## config.mk

```make
export PLATFORM = sky130hd
export DESIGN_NAME = sfr_flags
export DESIGN_NICKNAME = d
export VERILOG_FILES = /design/src/hw/sfr_pkg.sv /design/src/hw/sfr_flags.sv /design/src/hw/sfr_square.sv /design/src/hw/sfr_timebase.sv
export SDC_FILE = /design/constraint.sdc
export NUM_CORES = 1
export LEC_CHECK = 0
export BUFFER_PORTS_ARGS = -buffer_cell sky130_fd_sc_hd__buf_4
export CORE_MARGIN = 2
export CORE_UTILIZATION = 55
export DETAILED_ROUTE_END_ITERATION = 10
export PLACE_DENSITY = 0.73
export SYNTH_ARGS = -nofsm -noshare
export SYNTH_HDL_FRONTEND = slang
export SYNTH_SLANG_ARGS = --single-unit
```

## constraint.sdc

```tcl
create_clock -name clk -period 3.75 [get_ports clk]
set_input_delay 0.75 -clock clk [delete_from_list [all_inputs] [get_ports clk]]
set_output_delay 0.75 -clock clk [all_outputs]
set_load 0.02 [all_outputs]
```

## src/hw/sfr_pkg.sv

```systemverilog
package sfr_pkg;
    // -----------------------------------------------------------------
    // Bus register map (byte addresses)
    // -----------------------------------------------------------------
    localparam logic [7:0] ADDR_FLAGS = 8'h00;
    localparam logic [7:0] ADDR_STATUS = 8'h04;
    localparam logic [7:0] ADDR_MASK = 8'h08;
    localparam logic [7:0] ADDR_CTRL = 8'h0c;
    localparam logic [7:0] ADDR_PERIOD = 8'h10;
    // -----------------------------------------------------------------
    // Flag word bit positions (relay index within the flag word)
    // -----------------------------------------------------------------
    localparam int BIT_LESS = 12;
    localparam int BIT_AUXT = 13;
    localparam int BIT_TOOLERR = 14;
    localparam int BIT_SCANERR = 15;
    localparam int BIT_ON = 16;
    localparam int BIT_OFF = 17;
    localparam int BIT_SCANPULSE = 18;
    localparam int BIT_FIRSTHI = 19;
    localparam int BIT_FIRSTLO = 20;
    localparam int BIT_STEPINIT = 21;
    localparam int BIT_CLK0 = 24;
    localparam int NUM_CLK = 7;
    // Status (sticky event) bits.
    localparam int ST_LESS = 0;
    localparam int ST_AUXT = 1;
    localparam int ST_TOOLERR = 2;
    localparam int ST_SCANERR = 3;
    localparam int NUM_EVT = 4;
    localparam int CTRL_CONST = 0;
    localparam int CTRL_RUN = 1;
    // -----------------------------------------------------------------
    // Time base
    // -----------------------------------------------------------------
    localparam int CLK_HZ = 200_000_000;
    localparam int TICK_US = 1000;
    localparam int TICK_CYC = CLK_HZ / 1_000_000 * TICK_US;
    // Clock relay full periods in 1 ms ticks: 0.01 s .. 1 min.
    localparam int CLK_PERIOD_MS [NUM_CLK] = '{10, 20, 100, 200, 1000, 2000, 60000};
    localparam logic [31:0] PERIOD_RST = 32'h0000_0000;
endpackage : sfr_pkg

```

## src/hw/sfr_flags.sv

```systemverilog
// Function
// The less-than flag pulses for one cycle when a word or double-word compare or window compare finds its operand smaller.
// The auxiliary timer contact sets when the running timer reaches zero and clears when its trigger goes low.
// The tool-port error flag rises on every communication error seen at the tool port.
// With constant scan enabled, a scan longer than the configured period raises the constant-scan error flag.
// The scan-pulse relay toggles at every scan boundary.
// The first-scan-high relay is on only in the first scan after run starts and off afterwards.
// The first-scan-low relay is off only in the first scan after run starts and on afterwards; the code turns it on for one cycle as run starts.
// The step initial pulse relay is on only during the first scan of a step process after it opens.
// Clock relays with full periods of 0.01 s, 0.02 s and 0.1 s run freely.
// Clock relays with full periods of 0.2 s, 1 s and 2 s run freely.
// A clock relay with a full period of one minute runs freely.
// All clock relays share one time base with equal halves, and constant-on and constant-off flags exist.
//
// Register access over APB and the placing of the registers are this design's own decisions.
module sfr_flags
    import sfr_pkg::*;
#(
    parameter int TickCyc = sfr_pkg::TICK_CYC
) (
    input wire logic clk,
    input wire logic rst_b,
    input wire logic paddr_unused_dummy,
    input wire logic psel,
    input wire logic penable,
    input wire logic pwrite,
    input wire logic [7:0] paddr,
    input wire logic [31:0] pwdata,
    output logic [31:0] prdata,
    output logic pready,
    output logic pslverr,
    input wire logic scanEnd,
    input wire logic cmpValid,
    input wire logic cmpLess,
    input wire logic auxTimerRun,
    input wire logic auxTimerZero,
    input wire logic auxTimerTrig,
    input wire logic toolPortErr,
    input wire logic stepOpen,
    output logic [31:0] flags,
    output logic irq
);
    // -----------------------------------------------------------------
    // Pin synchronisers
    // -----------------------------------------------------------------
    logic [1:0] toolSync_r;
    logic toolPrev_r;
    logic toolRise;

    always_ff @(posedge clk or negedge rst_b) begin
        if (!rst_b) begin
            toolSync_r <= 2'b00;
            toolPrev_r <= 1'b0;
        end else begin
            toolSync_r <= {toolSync_r[0], toolPortErr};
            toolPrev_r <= toolSync_r[1];
        end
    end
    assign toolRise = toolSync_r[1] & ~toolPrev_r;

    // -----------------------------------------------------------------
    // Clock pulse relays
    // -----------------------------------------------------------------
    logic tick;
    logic [NUM_CLK-1:0] waves;

    sfr_timebase #(
        .TickCyc(TickCyc)
    ) u_tb (
        .clk(clk),
        .rst_b(rst_b),
        .tick(tick)
    );

    // Odd tick counts cannot be halved exactly; all defaults are even.
    for (genvar i = 0; i < NUM_CLK; i++) begin : g_clk
        sfr_square #(
            .HalfTicks(CLK_PERIOD_MS[i] / 2)
        ) u_sq (
            .clk(clk),
            .rst_b(rst_b),
            .tick(tick),
            .wave(waves[i])
        );
    end

    // -----------------------------------------------------------------
    // Scan and event state
    // -----------------------------------------------------------------
    logic [31:0] ctrl_r, ctrl_nxt;
    logic [31:0] period_r, period_nxt;
    logic [NUM_EVT-1:0] status_r, status_nxt;
    logic [NUM_EVT-1:0] mask_r, mask_nxt;
    logic [31:0] scanCnt_r, scanCnt_nxt;
    logic scanErrHeld_r, scanErrHeld_nxt;
    logic runPrev_r, runPrev_nxt;
    logic firstScan_r, firstScan_nxt;
    logic stepPend_r, stepPend_nxt;
    logic stepInit_r, stepInit_nxt;
    logic scanPulse_r, scanPulse_nxt;
    logic less_r, less_nxt;
    logic auxT_r, auxT_nxt;
    logic toolErr_r, toolErr_nxt;
    logic scanErr_r, scanErr_nxt;
    logic wrEn, rdEn, runStart, scanLate;
    logic [NUM_EVT-1:0] evt;

    always_comb begin
        wrEn = psel & penable & pwrite;
        rdEn = psel & penable & ~pwrite;
        runStart = ctrl_r[CTRL_RUN] & ~runPrev_r;
        runPrev_nxt = ctrl_r[CTRL_RUN];
        ctrl_nxt = ctrl_r;
        period_nxt = period_r;
        mask_nxt = mask_r;

        less_nxt = cmpValid & cmpLess;

        auxT_nxt = auxT_r;
        if (!auxTimerTrig) begin
            auxT_nxt = 1'b0;
        end else if (auxTimerRun && auxTimerZero) begin
            auxT_nxt = 1'b1;
        end

        toolErr_nxt = toolRise;

        scanCnt_nxt = scanEnd ? 32'h0000_0000 : scanCnt_r + 32'h0000_0001;
        scanLate = ctrl_r[CTRL_CONST] && (period_r != 32'h0000_0000) && (scanCnt_r == period_r);
        scanErrHeld_nxt = scanEnd ? 1'b0 : (scanErrHeld_r | scanLate);
        scanErr_nxt = scanLate & ~scanErrHeld_r;

        scanPulse_nxt = scanEnd ? ~scanPulse_r : scanPulse_r;

        firstScan_nxt = firstScan_r;
        if (runStart) begin
            firstScan_nxt = 1'b1;
        end else if (scanEnd) begin
            firstScan_nxt = 1'b0;
        end

        // A step process opened mid-scan takes effect from the next scan.
        stepPend_nxt = stepPend_r;
        stepInit_nxt = stepInit_r;
        if (stepOpen) begin
            stepPend_nxt = 1'b1;
        end
        if (scanEnd) begin
            stepInit_nxt = stepPend_r | stepOpen;
            stepPend_nxt = 1'b0;
        end

        evt = '0;
        evt[ST_LESS] = less_nxt;
        evt[ST_AUXT] = auxT_nxt & ~auxT_r;
        evt[ST_TOOLERR] = toolErr_nxt;
        evt[ST_SCANERR] = scanErr_nxt;

        // Set beats clear so an event in the clearing cycle is kept.
        status_nxt = status_r;
        if (wrEn && paddr == ADDR_STATUS) begin
            status_nxt = status_r & ~pwdata[NUM_EVT-1:0];
        end
        status_nxt = status_nxt | evt;

        if (wrEn && paddr == ADDR_MASK) begin
            mask_nxt = pwdata[NUM_EVT-1:0];
        end
        if (wrEn && paddr == ADDR_CTRL) begin
            ctrl_nxt = pwdata;
        end
        if (wrEn && paddr == ADDR_PERIOD) begin
            period_nxt = pwdata;
        end
    end

    always_ff @(posedge clk or negedge rst_b) begin
        if (!rst_b) begin
            ctrl_r <= 32'h0000_0000;
            period_r <= PERIOD_RST;
            status_r <= '0;
            mask_r <= '0;
            scanCnt_r <= 32'h0000_0000;
            scanErrHeld_r <= 1'b0;
            runPrev_r <= 1'b0;
            firstScan_r <= 1'b0;
            stepPend_r <= 1'b0;
            stepInit_r <= 1'b0;
            scanPulse_r <= 1'b0;
            less_r <= 1'b0;
            auxT_r <= 1'b0;
            toolErr_r <= 1'b0;
            scanErr_r <= 1'b0;
        end else begin
            ctrl_r <= ctrl_nxt;
            period_r <= period_nxt;
            status_r <= status_nxt;
            mask_r <= mask_nxt;
            scanCnt_r <= scanCnt_nxt;
            scanErrHeld_r <= scanErrHeld_nxt;
            runPrev_r <= runPrev_nxt;
            firstScan_r <= firstScan_nxt;
            stepPend_r <= stepPend_nxt;
            stepInit_r <= stepInit_nxt;
            scanPulse_r <= scanPulse_nxt;
            less_r <= less_nxt;
            auxT_r <= auxT_nxt;
            toolErr_r <= toolErr_nxt;
            scanErr_r <= scanErr_nxt;
        end
    end

    // -----------------------------------------------------------------
    // Flag word, interrupt and bus read
    // -----------------------------------------------------------------
    logic [31:0] flags_nxt, prdata_nxt;
    logic irq_nxt, pready_nxt, pslverr_nxt;

    always_comb begin
        flags_nxt = 32'h0000_0000;
        flags_nxt[BIT_LESS] = less_r;
        flags_nxt[BIT_AUXT] = auxT_r;
        flags_nxt[BIT_TOOLERR] = toolErr_r;
        flags_nxt[BIT_SCANERR] = scanErr_r;
        flags_nxt[BIT_ON] = 1'b1;
        flags_nxt[BIT_OFF] = 1'b0;
        flags_nxt[BIT_SCANPULSE] = scanPulse_r;
        flags_nxt[BIT_FIRSTHI] = firstScan_r & ctrl_r[CTRL_RUN];
        flags_nxt[BIT_FIRSTLO] = ~firstScan_r & ctrl_r[CTRL_RUN];
        flags_nxt[BIT_STEPINIT] = stepInit_r;
        flags_nxt[BIT_CLK0 +: NUM_CLK] = waves;
        irq_nxt = |(status_nxt & mask_nxt);
        // Every access completes in its first access cycle.
        pready_nxt = psel & ~penable;
        pslverr_nxt = 1'b0;
        prdata_nxt = 32'h0000_0000;
        if (psel && !penable && !pwrite) begin
            unique case (paddr)
                ADDR_FLAGS: prdata_nxt = flags;
                ADDR_STATUS: prdata_nxt = 32'(status_r);
                ADDR_MASK: prdata_nxt = 32'(mask_r);
                ADDR_CTRL: prdata_nxt = ctrl_r;
                ADDR_PERIOD: prdata_nxt = period_r;
                default: pslverr_nxt = 1'b1;
            endcase
        end else if (psel && !penable) begin
            unique case (paddr)
                ADDR_FLAGS, ADDR_STATUS, ADDR_MASK, ADDR_CTRL, ADDR_PERIOD: pslverr_nxt = 1'b0;
                default: pslverr_nxt = 1'b1;
            endcase
        end
    end

    always_ff @(posedge clk or negedge rst_b) begin
        if (!rst_b) begin
            flags <= 32'h0000_0000;
            irq <= 1'b0;
            prdata <= 32'h0000_0000;
            pready <= 1'b0;
            pslverr <= 1'b0;
        end else begin
            flags <= flags_nxt;
            irq <= irq_nxt;
            prdata <= prdata_nxt;
            pready <= pready_nxt;
            pslverr <= pslverr_nxt;
        end
    end
endmodule // sfr_flags

```

## src/hw/sfr_square.sv

```systemverilog
module sfr_square #(
    parameter int HalfTicks = 5
) (
    input wire logic clk,
    input wire logic rst_b,
    input wire logic tick,
    output logic wave
);
    logic [31:0] cnt_r, cnt_nxt;
    logic wave_nxt;

    always_comb begin
        cnt_nxt = cnt_r;
        wave_nxt = wave;
        if (tick) begin
            if (cnt_r == 32'(HalfTicks - 1)) begin
                cnt_nxt = 32'h0000_0000;
                wave_nxt = ~wave;
            end else begin
                cnt_nxt = cnt_r + 32'h0000_0001;
            end
        end
    end

    always_ff @(posedge clk or negedge rst_b) begin
        if (!rst_b) begin
            cnt_r <= 32'h0000_0000;
            wave <= 1'b0;
        end else begin
            cnt_r <= cnt_nxt;
            wave <= wave_nxt;
        end
    end
endmodule // sfr_square

```

## src/hw/sfr_timebase.sv

```systemverilog
module sfr_timebase #(
    parameter int TickCyc = 200000
) (
    input wire logic clk,
    input wire logic rst_b,
    output logic tick
);
    logic [31:0] cnt_r, cnt_nxt;
    logic tick_nxt;

    // Single prescaler shared by every clock relay keeps them phase aligned.
    always_comb begin
        tick_nxt = (cnt_r == 32'(TickCyc - 1));
        cnt_nxt = tick_nxt ? 32'h0000_0000 : cnt_r + 32'h0000_0001;
    end

    always_ff @(posedge clk or negedge rst_b) begin
        if (!rst_b) begin
            cnt_r <= 32'h0000_0000;
            tick <= 1'b0;
        end else begin
            cnt_r <= cnt_nxt;
            tick <= tick_nxt;
        end
    end
endmodule // sfr_timebase

```

* After elaboration in Yosys (flattened, before gate mapping)
Cells that the tools add are included.
** Word-level totals
- Register bits after elaboration :: 432
- Logic and storage cells :: 137
- Input bits :: 54
- Output and inout port bits :: 67
** Operators by class
- Bitwise gates (word level) :: 30
- Reduce and logical (&&, ||, !) cells :: 24
- Eq/ne operators :: 13
- Muxes and demuxes :: 23
- Add/subtract/negate cells :: 9
** Operators by type and width (number)
- $mux 32 :: 10
- $add 32x1->32 const B :: 9
- $pmux 32 s5 :: 1
- $eq 32x10->1 const B :: 1
- $eq 32x15->1 const B :: 1
- $eq 32x18->1 const B :: 1
- $eq 32x3->1 const B :: 1
- $eq 32x32->1 :: 1
- $eq 32x4->1 const B :: 1
- $eq 32x6->1 const B :: 1
- $eq 32x7->1 const B :: 1
- $eq 32x9->1 const B :: 1
- $reduce_bool 32->1 :: 1
- $eq 8x4->1 const B :: 2
- $not 1->1 :: 14
- $reduce_and 2->1 :: 7
- $and 1x1->1 :: 10
- $mux 1 :: 10
- $logic_and 1x1->1 :: 9
- $and 4x4->4 :: 2
- $eq 8x3->1 const B :: 1
- $eq 8x5->1 const B :: 1
- $logic_not 8->1 :: 1
- $mux 4 :: 2
- other kinds (7) :: 10

* Depth between registers and ports, before layout
Gate-level depths: netlist of the first run.
- Word-level depth :: 7
- Mapped depth :: 8

* Cells and area by module
Synthesis of the first run repeated with hierarchy kept, for this count alone.
** Unflattened totals
- Cell total of the unflattened synthesis :: 1823
- Area total of the unflattened synthesis :: 20464.6 um^2
** By module, submodules not included
- sfr_flags :: times used 1, cells an instance 594, area each 7216.9 um^2
- sfr_square (g_clk[5].u_sq) :: times used 1, cells an instance 154, area each 1719.1 um^2
- sfr_square (g_clk[3].u_sq) :: times used 1, cells an instance 158, area each 1682.9 um^2
- sfr_square (g_clk[6].u_sq) :: times used 1, cells an instance 150, area each 1682.9 um^2
- sfr_square (g_clk[0].u_sq) :: times used 1, cells an instance 161, area each 1677.9 um^2
- sfr_square (g_clk[1].u_sq) :: times used 1, cells an instance 154, area each 1641.6 um^2
- sfr_square (g_clk[2].u_sq) :: times used 1, cells an instance 150, area each 1640.3 um^2
- sfr_square (g_clk[4].u_sq) :: times used 1, cells an instance 157, area each 1639.1 um^2
- sfr_timebase :: times used 1, cells an instance 145, area each 1564.0 um^2

* Worst setup path before layout of the first run
Ideal clock, no wire load.
- Path kind :: input to register
- Start point :: in paddr[0]
- End point :: reg ctrl_r[0]
- Arrival time :: 2.624 ns
- Slack :: 1.001 ns
- Path buffers :: 2
- Data required time :: 3.625 ns
- Stages :: 6
- Path through :: or4_4 > or2_1 > buf_6 > nor4_4 > buf_6 > mux2_2
** On the way
- Longest elaborated chain between the ends :: 2
** Ends and longest elaborated chain
- start, declared :: RTL line sfr_flags.sv:27 : input wire logic [7:0] paddr,
- $eq 8x4->1 :: RTL line sfr_flags.sv:169 : if (wrEn && paddr == ADDR_CTRL) begin
- $logic_and 1x1->1 :: RTL line sfr_flags.sv:169
- end signal, assigned :: RTL line sfr_flags.sv:195 : ctrl_r <= ctrl_nxt;
- end, declared :: RTL line sfr_flags.sv:90 : logic [31:0] ctrl_r, ctrl_nxt;
Every way passes these cells.
A chain may end at the register's enable or synchronous reset.

* Final worst setup path of the first run
- Start point :: in paddr[0]
- End point :: reg ctrl_r[29]
The elaborated chain is that of the path after synthesis.

==> flow_summary.toml, run 1 <==
[logic_synthesis]
ys_seq_area_share_pct = 55.2
synth_edf_count = 0
yosys.cell_types.count = 54
synthArstFlopShare_pct = 100
syn_avg_cell_area_um2 = 11.0
synthesis.area_um2 = 19600
ys_warn_count = 0
synth_ff_type = "dfrtp_1"
ys_seq_elements = 432
synth_cells = 1780

[pwr]
combPwrFrac_pct = 3.1
ir_drop_uv = 379
p_switching_mw = 2.01
finalPower_mw = 9.53
power_frac_seq_pct = 49.7
switching_share_pct = 21.1
p_int_mw = 7.52
leakage_nw = 10.5
p_clk_share_pct = 47.2
power.density_nw_per_um2 = 426

[cells_and_area]
fin_cells = 2393
fin_nets = 1971
layout-drive-gt1-share_pct = 14.3
layout_common_cells = "dfrtp_1 (431), nor2_1 (167), xnor2_1 (163), nand2_1 (135), xor2_1 (133)"
diodes = 0
design_area_um2 = 22400
areaGrowthSynthToFinish_pct = 14.3
nFillCells = 2751
final_common_cell = "dfrtp_1"

[sta]
hold_violations = 0
period_needed_ps = 2610
worst-slew-pin-transition_ps = 929
finalSetupViolCount = 0
period_share_pct = 69.7
grt_setup_unrepaired = "no"
finalMaxSlewViolations = 0
setup_tns_ps = 0
relSlewSlack_pct = 37.5
fin_ws_ps = 1140
max_freq_mhz = 383
clock_skew_ps = 11.8

[floorplanning]
io_pins = 121
fp.dieH_um = 193
num_rows = 69
core_um2 = 35300
initial_utilization_pct = 55.5
chipWidth_um = 193
die-area_um2 = 37100

[run]
drv_cap = 0

[worst_setup_path]
path_common_cell = "buf_4"
cp-start-kind = "input pin"
crit_cells = 6
worst-setup-path-type = "in -> reg"
cpPeakStageDelay_ps = 560
rrSetupSlack_ps = 1330
crit_family = "simple AND/OR/NAND/NOR gates"
crit_path_end_kind = "register"
cp_cell_sequence = "buf_4 -> or4_4 -> or2_1 -> nor4_4 -> buf_4 -> mux2_2"
cp_num_buf_inv = 2
critPathArrivalTime_ps = 3050
crit_path_top_delay_cell = "or4_4"
required_ps = 4190
crit_fanout = 26
r2r_cells = 5

[global_route]
grt_max_degree = 91
grt_util_all_layers_pct = 22.9
grt_pass1_vias = 13683
grt.overflow.total = 0
antenna_found_initial = 0
grt_pass1_wl_um = 69300

[drt]
remaining_drc_errors = 0
wl_per_cell_um = 17.2
wirelength_um = 41200
dr.pass1.iters = 5
vias_per_cell = 5.75
vias = 13770
ant_nets = 0
drtIter0Drc = 814

[placed_design]
pre_cts_ws_ps = 578
placed_cells_incl_taps = 2319
io_buffers = 103
placed_cell_area_um2 = 20900
routabilityCongestion = 0.941
dp_hpwl_um = 28100

[cts]
insertion_delay_ps = 560
cts_made_buffers = 45
clock-sinks = 432
cts_setup_buffers = 0
cts_hold_buf = 0
htree_levels = 2
cts.reportedPaths.clkPinSlew_ps = 60
cts_tree = "yes"
cts_buffer_depth = 3
cts-resized-gates = 0
cts-root-buf = "clkbuf_16"

[status]
status = "complete, no violations"

[worst_hold_path]
hold_path.class = "in -> async"
[cell usage after synthesis (15+ instances only)]
master    number  share of area [%]
o21ai_0       15               0.38
nand2_1      135                2.6
xor2_1       133                5.9
nand4_1       95                3.0
and3_1        48                1.5
nand3_1       81                2.1
inv_1         38               0.73
dfrtp_1      432                 55
clkbuf_1      32               0.61
buf_4         19               0.73
nor3_1        47                1.2
nor2_1       168                3.2
a22oi_1       32                1.2
nor4_1        83                2.7
mux2_2        64                3.7
a21oi_1       22               0.56
and4_1        27                1.2
xnor2_1      163                7.3
[worst paths after layout]
path,from,to
worst max register to register,u_tb.tick$_DFF_PN0_,g_clk[1].u_sq.cnt_r[31]$_DFFE_PN0P_
worst max-delay path,paddr[0],ctrl_r[29]$_DFFE_PN0P_
worst min register to register,toolSync_r[0]$_DFF_PN0_,toolSync_r[1]$_DFF_PN0_
max in group asynchronous,rst_b,g_clk[2].u_sq.cnt_r[10]$_DFFE_PN0P_
worst min-delay path,rst_b,period_r[6]$_DFFE_PN0P_
min in group clk,toolPortErr,toolSync_r[0]$_DFF_PN0_
[per-stage QoR]
| step | hold WS, ps | utilization [%] |
|---|---|---|
| 4_1_cts | 232 | 63.4 |
| 2_1_floorplan | 331 | - |
| 6_report | 182 | 63.4 |
| 5_1_grt | 228 | 63.4 |
| 3_3_place_gp | 333 | 59.2 |
| 3_5_place_dp | 336 | 59.2 |
[flip-flops by register name, indices dropped and copies added, names as in the netlist, 2 cells and up]
| register | count |
|---|---|
| g_clk.u_sq.wave | 7 |
| scanCnt_r | 32 |
| flags | 16 |
| mask_r | 4 |
| toolSync_r | 2 |
| period_r | 32 |
| status_r | 4 |
| u_tb.cnt_r | 32 |
| prdata | 32 |
| ctrl_r | 32 |
| g_clk.u_sq.cnt_r | 224 |
[layout make-up]
cell class | count | area (um2) | area share, %
well taps | 461 | 577 | 2.58
clock buffers | 65 | 1330 | 5.96
repair buffers | 127 | 1020 | 4.57
inverters | 38 | 143 | 0.637
flip-flops and latches | 432 | 10800 | 48.3
clock inverters | 9 | 151 | 0.676
multi-input cells | 1261 | 8360 | 37.3
[cell families after synthesis]
kind of cell | share of synthesized area [%]
mux | 4.06
fa+ha+maj | 0.766
flops | 55.2
xor+xnor | 13.2
other cells | 0.0383
buf+inv | 2.52
compound gates | 3.50
simple gates | 20.7
[routing by layer]
layer	track usage (%)	vias up	wire, um
met4	7.34	0	1010
met3	3.31	72	1970
li1	-	6493	-
met5	0	-	0
met1	32.5	6872	19000
met2	36.6	333	19300
[power by group through the flow]
stage	Clock, mW	Sequential, mW	Combinational (mW)
after floorplan	0	4.82	0.0951
after global placement	0	4.82	0.294
after detailed placement	0	4.82	0.299
after CTS	4.58	4.74	0.301
after global routing	4.78	4.74	0.327
final	4.50	4.74	0.293
Power figures use the tool's default switching activity.
==> inputs of run 2 (changes only) <==
- PLACE_DENSITY: 0.73 -> 0.76
- clock period: 3.75 -> 2.19 ns (I/O delays scaled with it)
==> flow_summary.toml, run 2 (synthesis results as in run 1) <==
[status]
status = "complete, no violations"

[drt]
dr.pass1.iters = 8
ant_nets = 0
wl_per_cell_um = 17.4
remaining_drc_errors = 0
vias = 14091
wirelength_um = 42600
drtIter0Drc = 1106
vias_per_cell = 5.75

[placed_design]
pre_cts_ws_ps = -238
dp_hpwl_um = 28800
io_buffers = 103
routabilityCongestion = 0.891

[sta]
period_needed_ps = 2070
finalSetupViolCount = 0
max_freq_mhz = 483
grt_setup_unrepaired = "no"
fin_ws_ps = 118
clock_skew_ps = 19.3
worst-slew-pin-transition_ps = 578
hold_violations = 0
relSlewSlack_pct = 61.1
finalMaxSlewViolations = 0
period_share_pct = 94.6
setup_tns_ps = 0

[cells_and_area]
layout-drive-gt1-share_pct = 17.1
nFillCells = 2590
seq_area_um2 = 10800
top_register = "g_clk.u_sq.cnt_r"
layout_common_cells = "dfrtp_1 (431), nor2_1 (167), xnor2_1 (163), buf_4 (161), nand2_1 (135)"
final_common_cell = "dfrtp_1"
multiInputGateArea_um2 = 8460
final_util_pct = 65.5
fin_nets = 2020
largest_reg_flops = 224
areaGrowthSynthToFinish_pct = 18.2
diodes = 0

[floorplanning]
fp.dieH_um = 193
num_rows = 69
initial_utilization_pct = 55.5
core_um2 = 35300
chipWidth_um = 193
io_pins = 121
die-area_um2 = 37100

[pwr]
power.density_nw_per_um2 = 736
leakage_nw = 10.9
ir_drop_uv = 593

[cts]
htree_levels = 2
cts_buffer_depth = 3
clock-sinks = 432
insertion_delay_ps = 570
cts_made_buffers = 45
cts.reportedPaths.clkPinSlew_ps = 60
cts_tree = "yes"
cts-root-buf = "clkbuf_16"

[worst_setup_path]
crit_path_end_kind = "register"
worst-setup-path-type = "reg -> reg"
critPathArrivalTime_ps = 2550
crit_fanout = 4
r2r_cells = 5
cp-start-kind = "register"
critPathLaunch = "period_r[20]$_DFFE_PN0P_"
cp_cell_sequence = "xor2_1 -> nor4_1 -> o211ai_1 -> or4_1 -> a21oi_1"
required_ps = 2670
cpPeakStageDelay_ps = 550
worstReg2RegStart = "period_r[20]$_DFFE_PN0P_"
crit_path_top_delay_cell = "or4_1"

[worst_hold_path]
hold_path.class = "in -> reg"
worstHoldPathCells = 2
hp-start = "auxTimerTrig"

[global_route]
grt_pass1_vias = 14268
grt_pass1_wl_um = 71300
grt_max_degree = 62
antenna_found_initial = 0
grt.overflow.total = 0
grt_util_all_layers_pct = 23.6

[run]
drv_cap = 0
run 2: changes by cell type in the layout (fill, tap and decap cells not counted), sizes merged:
cell | previous run | this run
clkinv | 3 | 15
dlygate4sd3 | 0 | 2
bufinv | 4 | 8
clkbuf | 65 | 59
buf | 127 | 174
run 2: path summary, 6_finish.rpt:
| path | slack [ps] | to |
|---|---|---|
| min in group asynchronous | 430 | ctrl_r[16]$_DFFE_PN0P_ |
| max in group asynchronous | 1030 | g_clk[3].u_sq.cnt_r[18]$_DFFE_PN0P_ |
| min reg2reg | 350 | toolSync_r[1]$_DFF_PN0_ |
| max reg2reg | 120 | scanErrHeld_r$_DFF_PN0_ |
| max | 120 | scanErrHeld_r$_DFF_PN0_ |
| min | 120 | auxT_r$_DFF_PN0_ |
run 2: layer usage:
metal / vias up / share of wire (%) / GRT usage [%]
met1: 7082 / 45 / 32.5
met4: 0 / 1.9 / 6.19
met3: 71 / 4.4 / 3.09
met2: 337 / 49 / 39.4
met5: - / 0 / 0
li1: 6601 / - / -
run 2: area by class of cell:
cell class	instances	area share [%]
inverters	38	0.616
multi-input cells	1261	36.5
flip-flops and latches	432	46.7
repair buffers	176	6.41
clock inverters	25	1.64
clock buffers	59	5.57
well taps	461	2.49
run 2: power breakdown:
group          total [mW]  switching (mW)  internal (mW)
Clock                8.39            3.25           5.15
Sequential           8.11          0.0611           8.05
Combinational       0.532           0.342          0.190
Total                17.0            3.65           13.4
run 2: through the flow:
step	cell area, um2	hold slack, ps	std cells	total power, mW
5_1_grt	23100	106	2452	17.6
4_1_cts	23100	98.3	2451	17.2
3_3_place_gp	21400	333	2365	8.78
6_report	23100	119	2452	17.0
3_5_place_dp	21400	336	2365	8.79
2_1_floorplan	19800	142	1795	8.42
run 2: worst max-delay path, delay by kind of cell (launching register included):
kind                      cells  cell delay, ps
and+or+nand+nor               2             980
DFF                           1             470
AOI/OAI and AO/OA             2             350
xor gates and xnor gates      1             190
run 2: what timing repair did:
item / CTS / global route
endpoints found under the hold margin: 43 / 0
hold buffers: 2 / 0
resized for setup: 0 / 1
setup endpoints to repair: 0 / 2
setup buffers: 0 / 1
